**src/rtl/flash_self_prog_pkg.sv**
```systemverilog
// Constants and register map of the flash self-programming control block
package flash_self_prog_pkg;
   localparam int          ADDR_W          = 12;
   localparam int          DATA_W          = 32;
   localparam int          FLASH_ADDR_W    = 20;
   localparam int          BLOCK_SHIFT     = 12;
   localparam int          BLOCK_IDX_W     = 4;
   localparam int          SWAP_BIT        = 3;
   localparam int          RAM_ADDR_W      = 32;
   localparam logic [31:0] RAM_START_DEF   = 32'hFFFF_A000;
   localparam logic [31:0] NMI_RAM_OFFSET  = 32'h0000_0000;
   localparam logic [31:0] MASK_RAM_OFFSET = 32'h0000_0004;
   localparam logic [11:0] REG_CTRL        = 12'h000;
   localparam logic [11:0] REG_STATUS      = 12'h004;
   localparam logic [11:0] REG_SWAP        = 12'h008;
   localparam int          CTRL_SELF_BIT   = 0;
   localparam int          CTRL_WREQ_BIT   = 1;
   localparam int          ST_SELF_BIT     = 0;
   localparam int          ST_WEN_BIT      = 1;
   localparam int          ST_PROTECT_BIT  = 2;
   localparam int          ST_EXTPROG_BIT  = 3;
   localparam int          ST_BLOCKED_BIT  = 4;
   localparam int          ST_SETPROHIB_BIT = 5;
   localparam int          ST_SWAP_BIT     = 6;
   localparam logic [1:0]  CTRL_RESET      = 2'h0;
endpackage

```
**src/rtl/sync_pair_if.sv**
```systemverilog
// Interface carrying synchronised mode pins between modules
`timescale 1ns/10ps
interface sync_pair_if;
   logic protect;
   logic mode2;
   modport src (output protect, output mode2);
   modport dst (input  protect, input  mode2);
endinterface

```
**src/rtl/pin_sync.sv**
```systemverilog
// Two-stage synchroniser for the two mode pins
`timescale 1ns/10ps
module pin_sync (
   input  wire logic clk_sys_in,
   input  wire logic sys_rst_in,
   input  wire logic clk_en_in,
   input  wire logic protect_pin_in,
   input  wire logic mode2_pin_in,
   sync_pair_if.src  pins
);
   logic [1:0] stage_a;
   logic [1:0] stage_b;
   always_ff @(posedge clk_sys_in) begin
      if (sys_rst_in) begin
         stage_a <= 2'h0;
         stage_b <= 2'h0;
      end else if (clk_en_in) begin
         stage_a <= {mode2_pin_in, protect_pin_in};
         stage_b <= stage_a;
      end
   end
   assign pins.protect = stage_b[0];
   assign pins.mode2   = stage_b[1];
endmodule

```
**src/rtl/flash_self_program_control.sv**
```systemverilog
// Flash self-programming control: boot swap, vector redirect, write protect
`timescale 1ns/10ps
module flash_self_program_control #(
   parameter logic [31:0] RAM_START = flash_self_prog_pkg::RAM_START_DEF
) (
   input  wire logic        clk_sys_in,
   input  wire logic        sys_rst_in,
   input  wire logic        clk_en_in,
   input  wire logic        psel_in,
   input  wire logic        penable_in,
   input  wire logic        pwrite_in,
   input  wire logic [11:0] paddr_in,
   input  wire logic [31:0] pwdata_in,
   output logic      [31:0] prdata_out,
   output logic             pready_out,
   output logic             pslverr_out,
   input  wire logic        flash_write_protect_pin_in,
   input  wire logic        second_mode_select_pin_in,
   input  wire logic [19:0] cpu_addr_in,
   output logic      [19:0] phys_addr_out,
   input  wire logic        fetch_req_in,
   output logic             fetch_grant_out,
   output logic             fetch_blocked_out,
   input  wire logic        wr_req_in,
   output logic             wr_allow_out,
   input  wire logic        nmi_ack_in,
   input  wire logic        mask_ack_in,
   output logic             vector_redirect_out,
   output logic      [31:0] vector_addr_out,
   output logic             ext_prog_mode_out,
   output logic             set_prohibited_out
);
   typedef enum logic [1:0] {ST_INIT, ST_NORMAL, ST_EXTPROG, ST_PROHIB} mode_t;

   sync_pair_if pins ();
   pin_sync u_sync (
      .clk_sys_in     (clk_sys_in),
      .sys_rst_in     (sys_rst_in),
      .clk_en_in      (clk_en_in),
      .protect_pin_in (flash_write_protect_pin_in),
      .mode2_pin_in   (second_mode_select_pin_in),
      .pins           (pins)
   );

   mode_t       mode;
   logic [1:0]  ctrl;
   logic        swap;
   logic [1:0]  init_wait;
   logic        self_prog;
   logic        acc;

   function automatic logic hit(input logic [11:0] a, input logic [11:0] r);
      hit = (a == r);
   endfunction

   assign acc       = psel_in && penable_in && clk_en_in;
   assign self_prog = ctrl[flash_self_prog_pkg::CTRL_SELF_BIT];
   assign pready_out = 1'b1;
   assign pslverr_out = psel_in && penable_in &&
                        !(hit(paddr_in, flash_self_prog_pkg::REG_CTRL) ||
                          hit(paddr_in, flash_self_prog_pkg::REG_STATUS) ||
                          hit(paddr_in, flash_self_prog_pkg::REG_SWAP));

   // Control register
   always_ff @(posedge clk_sys_in) begin
      if (sys_rst_in) begin
         ctrl <= flash_self_prog_pkg::CTRL_RESET;
      end else if (acc && pwrite_in && hit(paddr_in, flash_self_prog_pkg::REG_CTRL)) begin
         ctrl <= pwdata_in[1:0];
      end
   end

   // Swap register, changed only by explicit write
   always_ff @(posedge clk_sys_in) begin
      if (sys_rst_in) begin
         swap <= 1'b0;
      end else if (acc && pwrite_in && hit(paddr_in, flash_self_prog_pkg::REG_SWAP)) begin
         swap <= pwdata_in[0];
      end
   end

   // Mode capture after reset release, once pins are synchronised
   always_ff @(posedge clk_sys_in) begin
      if (sys_rst_in) begin
         mode      <= ST_INIT;
         init_wait <= 2'h0;
      end else if (clk_en_in) begin
         case (mode)
            ST_INIT: begin
               if (init_wait == 2'h3) begin
                  if (!pins.protect) begin
                     mode <= ST_NORMAL;
                  end else if (!pins.mode2) begin
                     mode <= ST_EXTPROG;
                  end else begin
                     mode <= ST_PROHIB;
                  end
               end else begin
                  init_wait <= init_wait + 2'h1;
               end
            end
            ST_NORMAL:  mode <= ST_NORMAL;
            ST_EXTPROG: mode <= ST_EXTPROG;
            ST_PROHIB:  mode <= ST_PROHIB;
            default:    mode <= ST_INIT;
         endcase
      end
   end

   assign ext_prog_mode_out  = (mode == ST_EXTPROG);
   assign set_prohibited_out = (mode == ST_PROHIB);

   // Address mapping with block swap
   always_ff @(posedge clk_sys_in) begin
      if (sys_rst_in) begin
         phys_addr_out <= 20'h00000;
      end else if (clk_en_in) begin
         phys_addr_out <= cpu_addr_in;
         phys_addr_out[flash_self_prog_pkg::BLOCK_SHIFT + flash_self_prog_pkg::SWAP_BIT] <=
            cpu_addr_in[flash_self_prog_pkg::BLOCK_SHIFT + flash_self_prog_pkg::SWAP_BIT]
            ^ swap;
      end
   end

   // Fetch gating
   assign fetch_blocked_out = self_prog && fetch_req_in;
   assign fetch_grant_out   = fetch_req_in && !self_prog;

   // Write protection from pin level
   assign wr_allow_out = wr_req_in && self_prog && pins.protect &&
                         ctrl[flash_self_prog_pkg::CTRL_WREQ_BIT];

   // Interrupt vector redirect to RAM
   always_ff @(posedge clk_sys_in) begin
      if (sys_rst_in) begin
         vector_redirect_out <= 1'b0;
         vector_addr_out     <= 32'h0000_0000;
      end else if (clk_en_in) begin
         vector_redirect_out <= self_prog && (nmi_ack_in || mask_ack_in);
         if (nmi_ack_in) begin
            vector_addr_out <= RAM_START + flash_self_prog_pkg::NMI_RAM_OFFSET;
         end else begin
            vector_addr_out <= RAM_START + flash_self_prog_pkg::MASK_RAM_OFFSET;
         end
      end
   end

   // Read data
   always_ff @(posedge clk_sys_in) begin
      if (sys_rst_in) begin
         prdata_out <= 32'h0000_0000;
      end else if (clk_en_in && psel_in && !penable_in && !pwrite_in) begin
         prdata_out <= 32'h0000_0000;
         if (hit(paddr_in, flash_self_prog_pkg::REG_CTRL)) begin
            prdata_out[1:0] <= ctrl;
         end else if (hit(paddr_in, flash_self_prog_pkg::REG_SWAP)) begin
            prdata_out[0] <= swap;
         end else if (hit(paddr_in, flash_self_prog_pkg::REG_STATUS)) begin
            prdata_out[flash_self_prog_pkg::ST_SELF_BIT]      <= self_prog;
            prdata_out[flash_self_prog_pkg::ST_WEN_BIT]       <= self_prog && pins.protect;
            prdata_out[flash_self_prog_pkg::ST_PROTECT_BIT]   <= pins.protect;
            prdata_out[flash_self_prog_pkg::ST_EXTPROG_BIT]   <= (mode == ST_EXTPROG);
            prdata_out[flash_self_prog_pkg::ST_BLOCKED_BIT]   <= self_prog;
            prdata_out[flash_self_prog_pkg::ST_SETPROHIB_BIT] <= (mode == ST_PROHIB);
            prdata_out[flash_self_prog_pkg::ST_SWAP_BIT]      <= swap;
         end
      end
   end

   a_swap_map: assert property (@(posedge clk_sys_in) disable iff (sys_rst_in)
      clk_en_in |=>
      phys_addr_out[flash_self_prog_pkg::BLOCK_SHIFT + flash_self_prog_pkg::SWAP_BIT] ==
      ($past(cpu_addr_in[flash_self_prog_pkg::BLOCK_SHIFT + flash_self_prog_pkg::SWAP_BIT])
       ^ $past(swap)))
      else $error("swap mapping wrong");
   a_fetch_block: assert property (@(posedge clk_sys_in) disable iff (sys_rst_in)
      self_prog |-> !fetch_grant_out)
      else $error("fetch granted in self-programming");
   a_nmi_vector: assert property (@(posedge clk_sys_in) disable iff (sys_rst_in)
      (clk_en_in && self_prog && nmi_ack_in) |=>
      vector_redirect_out && vector_addr_out == RAM_START)
      else $error("nmi vector wrong");
   a_mask_vector: assert property (@(posedge clk_sys_in) disable iff (sys_rst_in)
      (clk_en_in && self_prog && mask_ack_in && !nmi_ack_in) |=>
      vector_redirect_out &&
      vector_addr_out == RAM_START + flash_self_prog_pkg::MASK_RAM_OFFSET)
      else $error("maskable vector wrong");
   a_write_protect: assert property (@(posedge clk_sys_in) disable iff (sys_rst_in)
      wr_allow_out |-> pins.protect && self_prog)
      else $error("write allowed without protect pin");
   a_ext_mode: assert property (@(posedge clk_sys_in) disable iff (sys_rst_in)
      (mode == ST_INIT && init_wait == 2'h3 && clk_en_in && pins.protect && !pins.mode2)
      |=> ext_prog_mode_out)
      else $error("external mode not entered");
   a_swap_hold: assert property (@(posedge clk_sys_in) disable iff (sys_rst_in)
      !(acc && pwrite_in && hit(paddr_in, flash_self_prog_pkg::REG_SWAP))
      |=> $stable(swap))
      else $error("swap changed without write");
   a_mode_stick: assert property (@(posedge clk_sys_in) disable iff (sys_rst_in)
      (mode == ST_NORMAL) |=> (mode == ST_NORMAL))
      else $error("mode left normal");
endmodule

```
**config.mk**
```make
export PLATFORM = sky130hd
export DESIGN_NAME = flash_self_program_control
export DESIGN_NICKNAME = d
export VERILOG_FILES = /design/src/rtl/flash_self_prog_pkg.sv /design/src/rtl/sync_pair_if.sv /design/src/rtl/pin_sync.sv /design/src/rtl/flash_self_program_control.sv
export SDC_FILE = /design/constraint.sdc
export NUM_CORES = 1
export LEC_CHECK = 0
export BUFFER_PORTS_ARGS = -buffer_cell sky130_fd_sc_hd__buf_2
export CAP_MARGIN = 20
export CORE_MARGIN = 3
export CORE_UTILIZATION = 44
export CTS_BUF_LIST = sky130_fd_sc_hd__clkbuf_4
export DETAILED_ROUTE_END_ITERATION = 12
export PLACE_DENSITY_LB_ADDON = 0.05
export SKIP_LAST_GASP = 1
export SLEW_MARGIN = 30
export SYNTH_ARGS = -nofsm -noshare
export SYNTH_HDL_FRONTEND = slang
export SYNTH_SLANG_ARGS = --single-unit
```
**constraint.sdc**
```tcl
create_clock -name clk_sys_in -period 2.4 [get_ports clk_sys_in]
set_clock_uncertainty 0.05 [all_clocks]
set_input_delay 0.36 -clock clk_sys_in [delete_from_list [all_inputs] [get_ports clk_sys_in]]
set_output_delay 0.36 -clock clk_sys_in [all_outputs]
set_load 0.05 [all_outputs]
```
==> results_dict.tcl <==
set metrics [dict create \
    status "finished clean" \
    ys_warn_count 0 \
    cts_inserted_buffers 5 \
    grt_pass1_vias 1467 \
    p_leak_nw 1.260 \
    min_to "vector_addr_out[2]$_SDFFE_PP0P_" \
    clk_path_buf_depth 2 \
    combinationalPowerShare 0.265 \
    nets 378 \
    grt_start_max_net_pins 38 \
    cp_slowest_cell "or4_4" \
    crit_top_cell "buf_2" \
    timing.rr.end "init_wait[1]$_SDFFE_PP0P_" \
    p_int_w 0.001128 \
    p_sw_frac 0.3525 \
    gr-usage-all-layers 0.1488 \
    critPathTopFamily "simple AND/OR/NAND/NOR gates" \
    p_clk_frac 0.317 \
    rr_worst_depth 4 \
    synth-edff-count 0 \
    dieArea_um2 5621 \
    pwr-share-seq 0.419 \
    clk_latency_ns 0.35 \
    grt_pass1_wl_um 6361 \
    min-delay-path-class "input port to flip-flop" \
    num_io_pins 168 \
    cts_setup_buffers 0 \
    setup_tns_ns 0 \
    vias 1611 \
    area_growth_pct 16.56 \
    ant_nets 0 \
    cts-resized-gates 0 \
    wl_um 4252 \
    coreArea_um2 4474 \
    initial_core_util 0.4678 \
    diodes 0 \
    num_rows 24 \
    worst_pin_slew_ns 0.5982 \
    clkTransAtPathRegs_ns 0.12 \
    required_ns 1.99 \
    min_path_cells 2 \
    drive_gt1_frac 0.3742 \
    finalWeightedCongestion 0.7447 \
    cp-end-kind "output pin" \
    drc 0 \
    antenna_found_initial 0 \
    p_sw_w 0.0006139 \
    arrival_ns 1.67 \
    hold_violations 0 \
    die_height_um 74.98 \
    portBuffers 98 \
    crit_buf_inv 2 \
    htreeDepth 2 \
    setup_viol 0 \
    hpwl_um 3216 \
    avgRoutedWirePerCell_um 12.01 \
    hp-start "nmi_ack_in" \
    synth_cells 223 \
    startpoint_type "input port" \
    viasPerCell 4.551 \
    netlist_area_um2 2093 \
    ys.flop_type "dfxtp_1" \
    clock.fmax_ghz 0.4797 \
    dr.pass1.iters 4 \
    cts_tree "built" \
    postCtsHoldBufs 0 \
    die_w_um 74.98 \
    cp_max_fo 4 \
    slew_headroom 0.5956 \
    ys_async_sr_fraction 0 \
    finalCriticalPeriod_ns 2.085 \
    report.final.slew_viol_count 0 \
    finalCritPeriodShare 0.8687 \
    synth_cell_types 38 \
    crit_chain "buf_2 -> or4_4 -> a2111oi_0 -> nor2_1 -> buf_2" \
    cap_viol_max_count 0 \
    cpPeakStageDelay_ns 0.56 \
    drt_iter0_drc 70 \
    ys_seq_elements 41 \
    ir_worst_vdd_mv 0.4432 \
    clockRootBuffer "clkbuf_4" \
    worstReg2RegStart "init_wait[0]$_SDFFE_PP0P_" \
    hold_ws_ns 0.1320 \
    crit_type "input port to output pin" \
    rrSetupSlack_ns 0.85 \
    fill_cells 454 \
    ys_seq_area_frac 0.3921 \
    powerDensity_nw_per_um2 713.9 \
    syn_avg_cell_area_um2 9.387 \
    cts.sinks 41 \
    rsz0062_at_grt "no" \
    overflow 0 \
]
-- power groups by stage --
| stage | combinational [W] | clock, W | sequential, W |
|---|---|---|---|
| detailed placement | 0.000463 | 0 | 0.000744 |
| global route | 0.000491 | 0.000598 | 0.000735 |
| floorplan | 0.000368 | 0 | 0.000821 |
| CTS | 0.000463 | 0.000565 | 0.000730 |
| global placement | 0.000460 | 0 | 0.000744 |
| finish | 0.000461 | 0.000551 | 0.000729 |
-- worst max path at each step --
stage,cells past startpoint,start,end
finish,5,paddr_in[5],pslverr_out
global route,5,paddr_in[5],pslverr_out
CTS,5,paddr_in[5],pslverr_out
detailed placement,5,paddr_in[5],pslverr_out
global placement,5,paddr_in[5],pslverr_out
floorplan,3,paddr_in[5],pslverr_out
-- state kept, by name, indices dropped and copies added (netlist names) --
name                 cells
phys_addr_out           20
prdata_out               7
ctrl                     2
init_wait                2
mode                     2
u_sync.stage_a           2
u_sync.stage_b           2
vector_addr_out          2
swap                     1
vector_redirect_out      1
-- routing by layer --
| layer | share of wire | wire (um) | GRT usage | vias to the layer above |
|---|---|---|---|---|
| met4 | 0.015 | 65 | 0.08300 | 0 |
| met1 | 0.40 | 1716 | 0.1691 | 714 |
| li1 | - | - | - | 814 |
| met5 | 0 | 0 | 0 | - |
| met2 | 0.48 | 2057 | 0.2485 | 76 |
| met3 | 0.097 | 413 | 0.04406 | 7 |
-- logic make-up after synthesis --
group | synth area share
AOI/OAI and AO/OA | 0.05918
and+or+nand+nor | 0.1775
muxes | 0.1291
xor gates and xnor gates | 0.008370
buffers and inverters | 0.2241
adders and majority gates | 0.005976
DFF | 0.3921
other | 0.003588
-- cell type report --
cell class	count	area (um2)	share of cell area
timing repair buffer	100	505.5	0.2072
clock inverter	3	65.06	0.02667
inverter	1	3.754	0.001538
sequential	41	820.8	0.3364
clock buffer	5	37.54	0.01538
tap	52	65.06	0.02667
multi-input combinational	152	942.2	0.3862
-- cell usage after synthesis (all sizes together), types with 3 or more instances --
cell type / instances / area [um2]
buf: 59 / 439.2
dfxtp: 41 / 820.8
nor2: 33 / 123.9
mux2i: 27 / 270.3
nand2b: 8 / 50.05
clkbuf: 7 / 26.28
o2bb2ai: 7 / 61.31
nand3: 3 / 15.01
nand4: 3 / 18.77
nor2b: 3 / 18.77
or4: 3 / 30.03
-- metrics by stage --
stage | util | worst slack, ns | power [W] | instance area, um2 | cells
floorplan | - | 0.4695 | 0.001189 | 2232 | 260
global placement | 0.5224 | 0.3361 | 0.001204 | 2337 | 346
detailed placement | 0.5224 | 0.3173 | 0.001207 | 2337 | 346
CTS | 0.5453 | 0.3158 | 0.001758 | 2440 | 354
global route | 0.5453 | 0.2963 | 0.001824 | 2440 | 354
finish | 0.5453 | 0.3152 | 0.001742 | 2440 | 354
-- placed cells by master (no fill, tap or decap), types with 2 or more instances in the layout --
master | synthesis | layout
buf_4 | 56 | 2
nand3_1 | 3 | 3
nand2b_1 | 8 | 8
a21oi_1 | 2 | 2
nand4_1 | 3 | 3
dfxtp_1 | 41 | 41
o2bb2ai_1 | 7 | 7
or4_4 | 2 | 2
buf_2 | 0 | 98
mux2i_1 | 27 | 27
xnor2_1 | 2 | 2
a211oi_1 | 2 | 2
clkbuf_4 | 0 | 5
conb_1 | 2 | 39
nor2b_1 | 3 | 3
and2_1 | 2 | 2
bufinv_16 | 0 | 2
nor2_1 | 33 | 33
(Power assumes the default switching activity.)
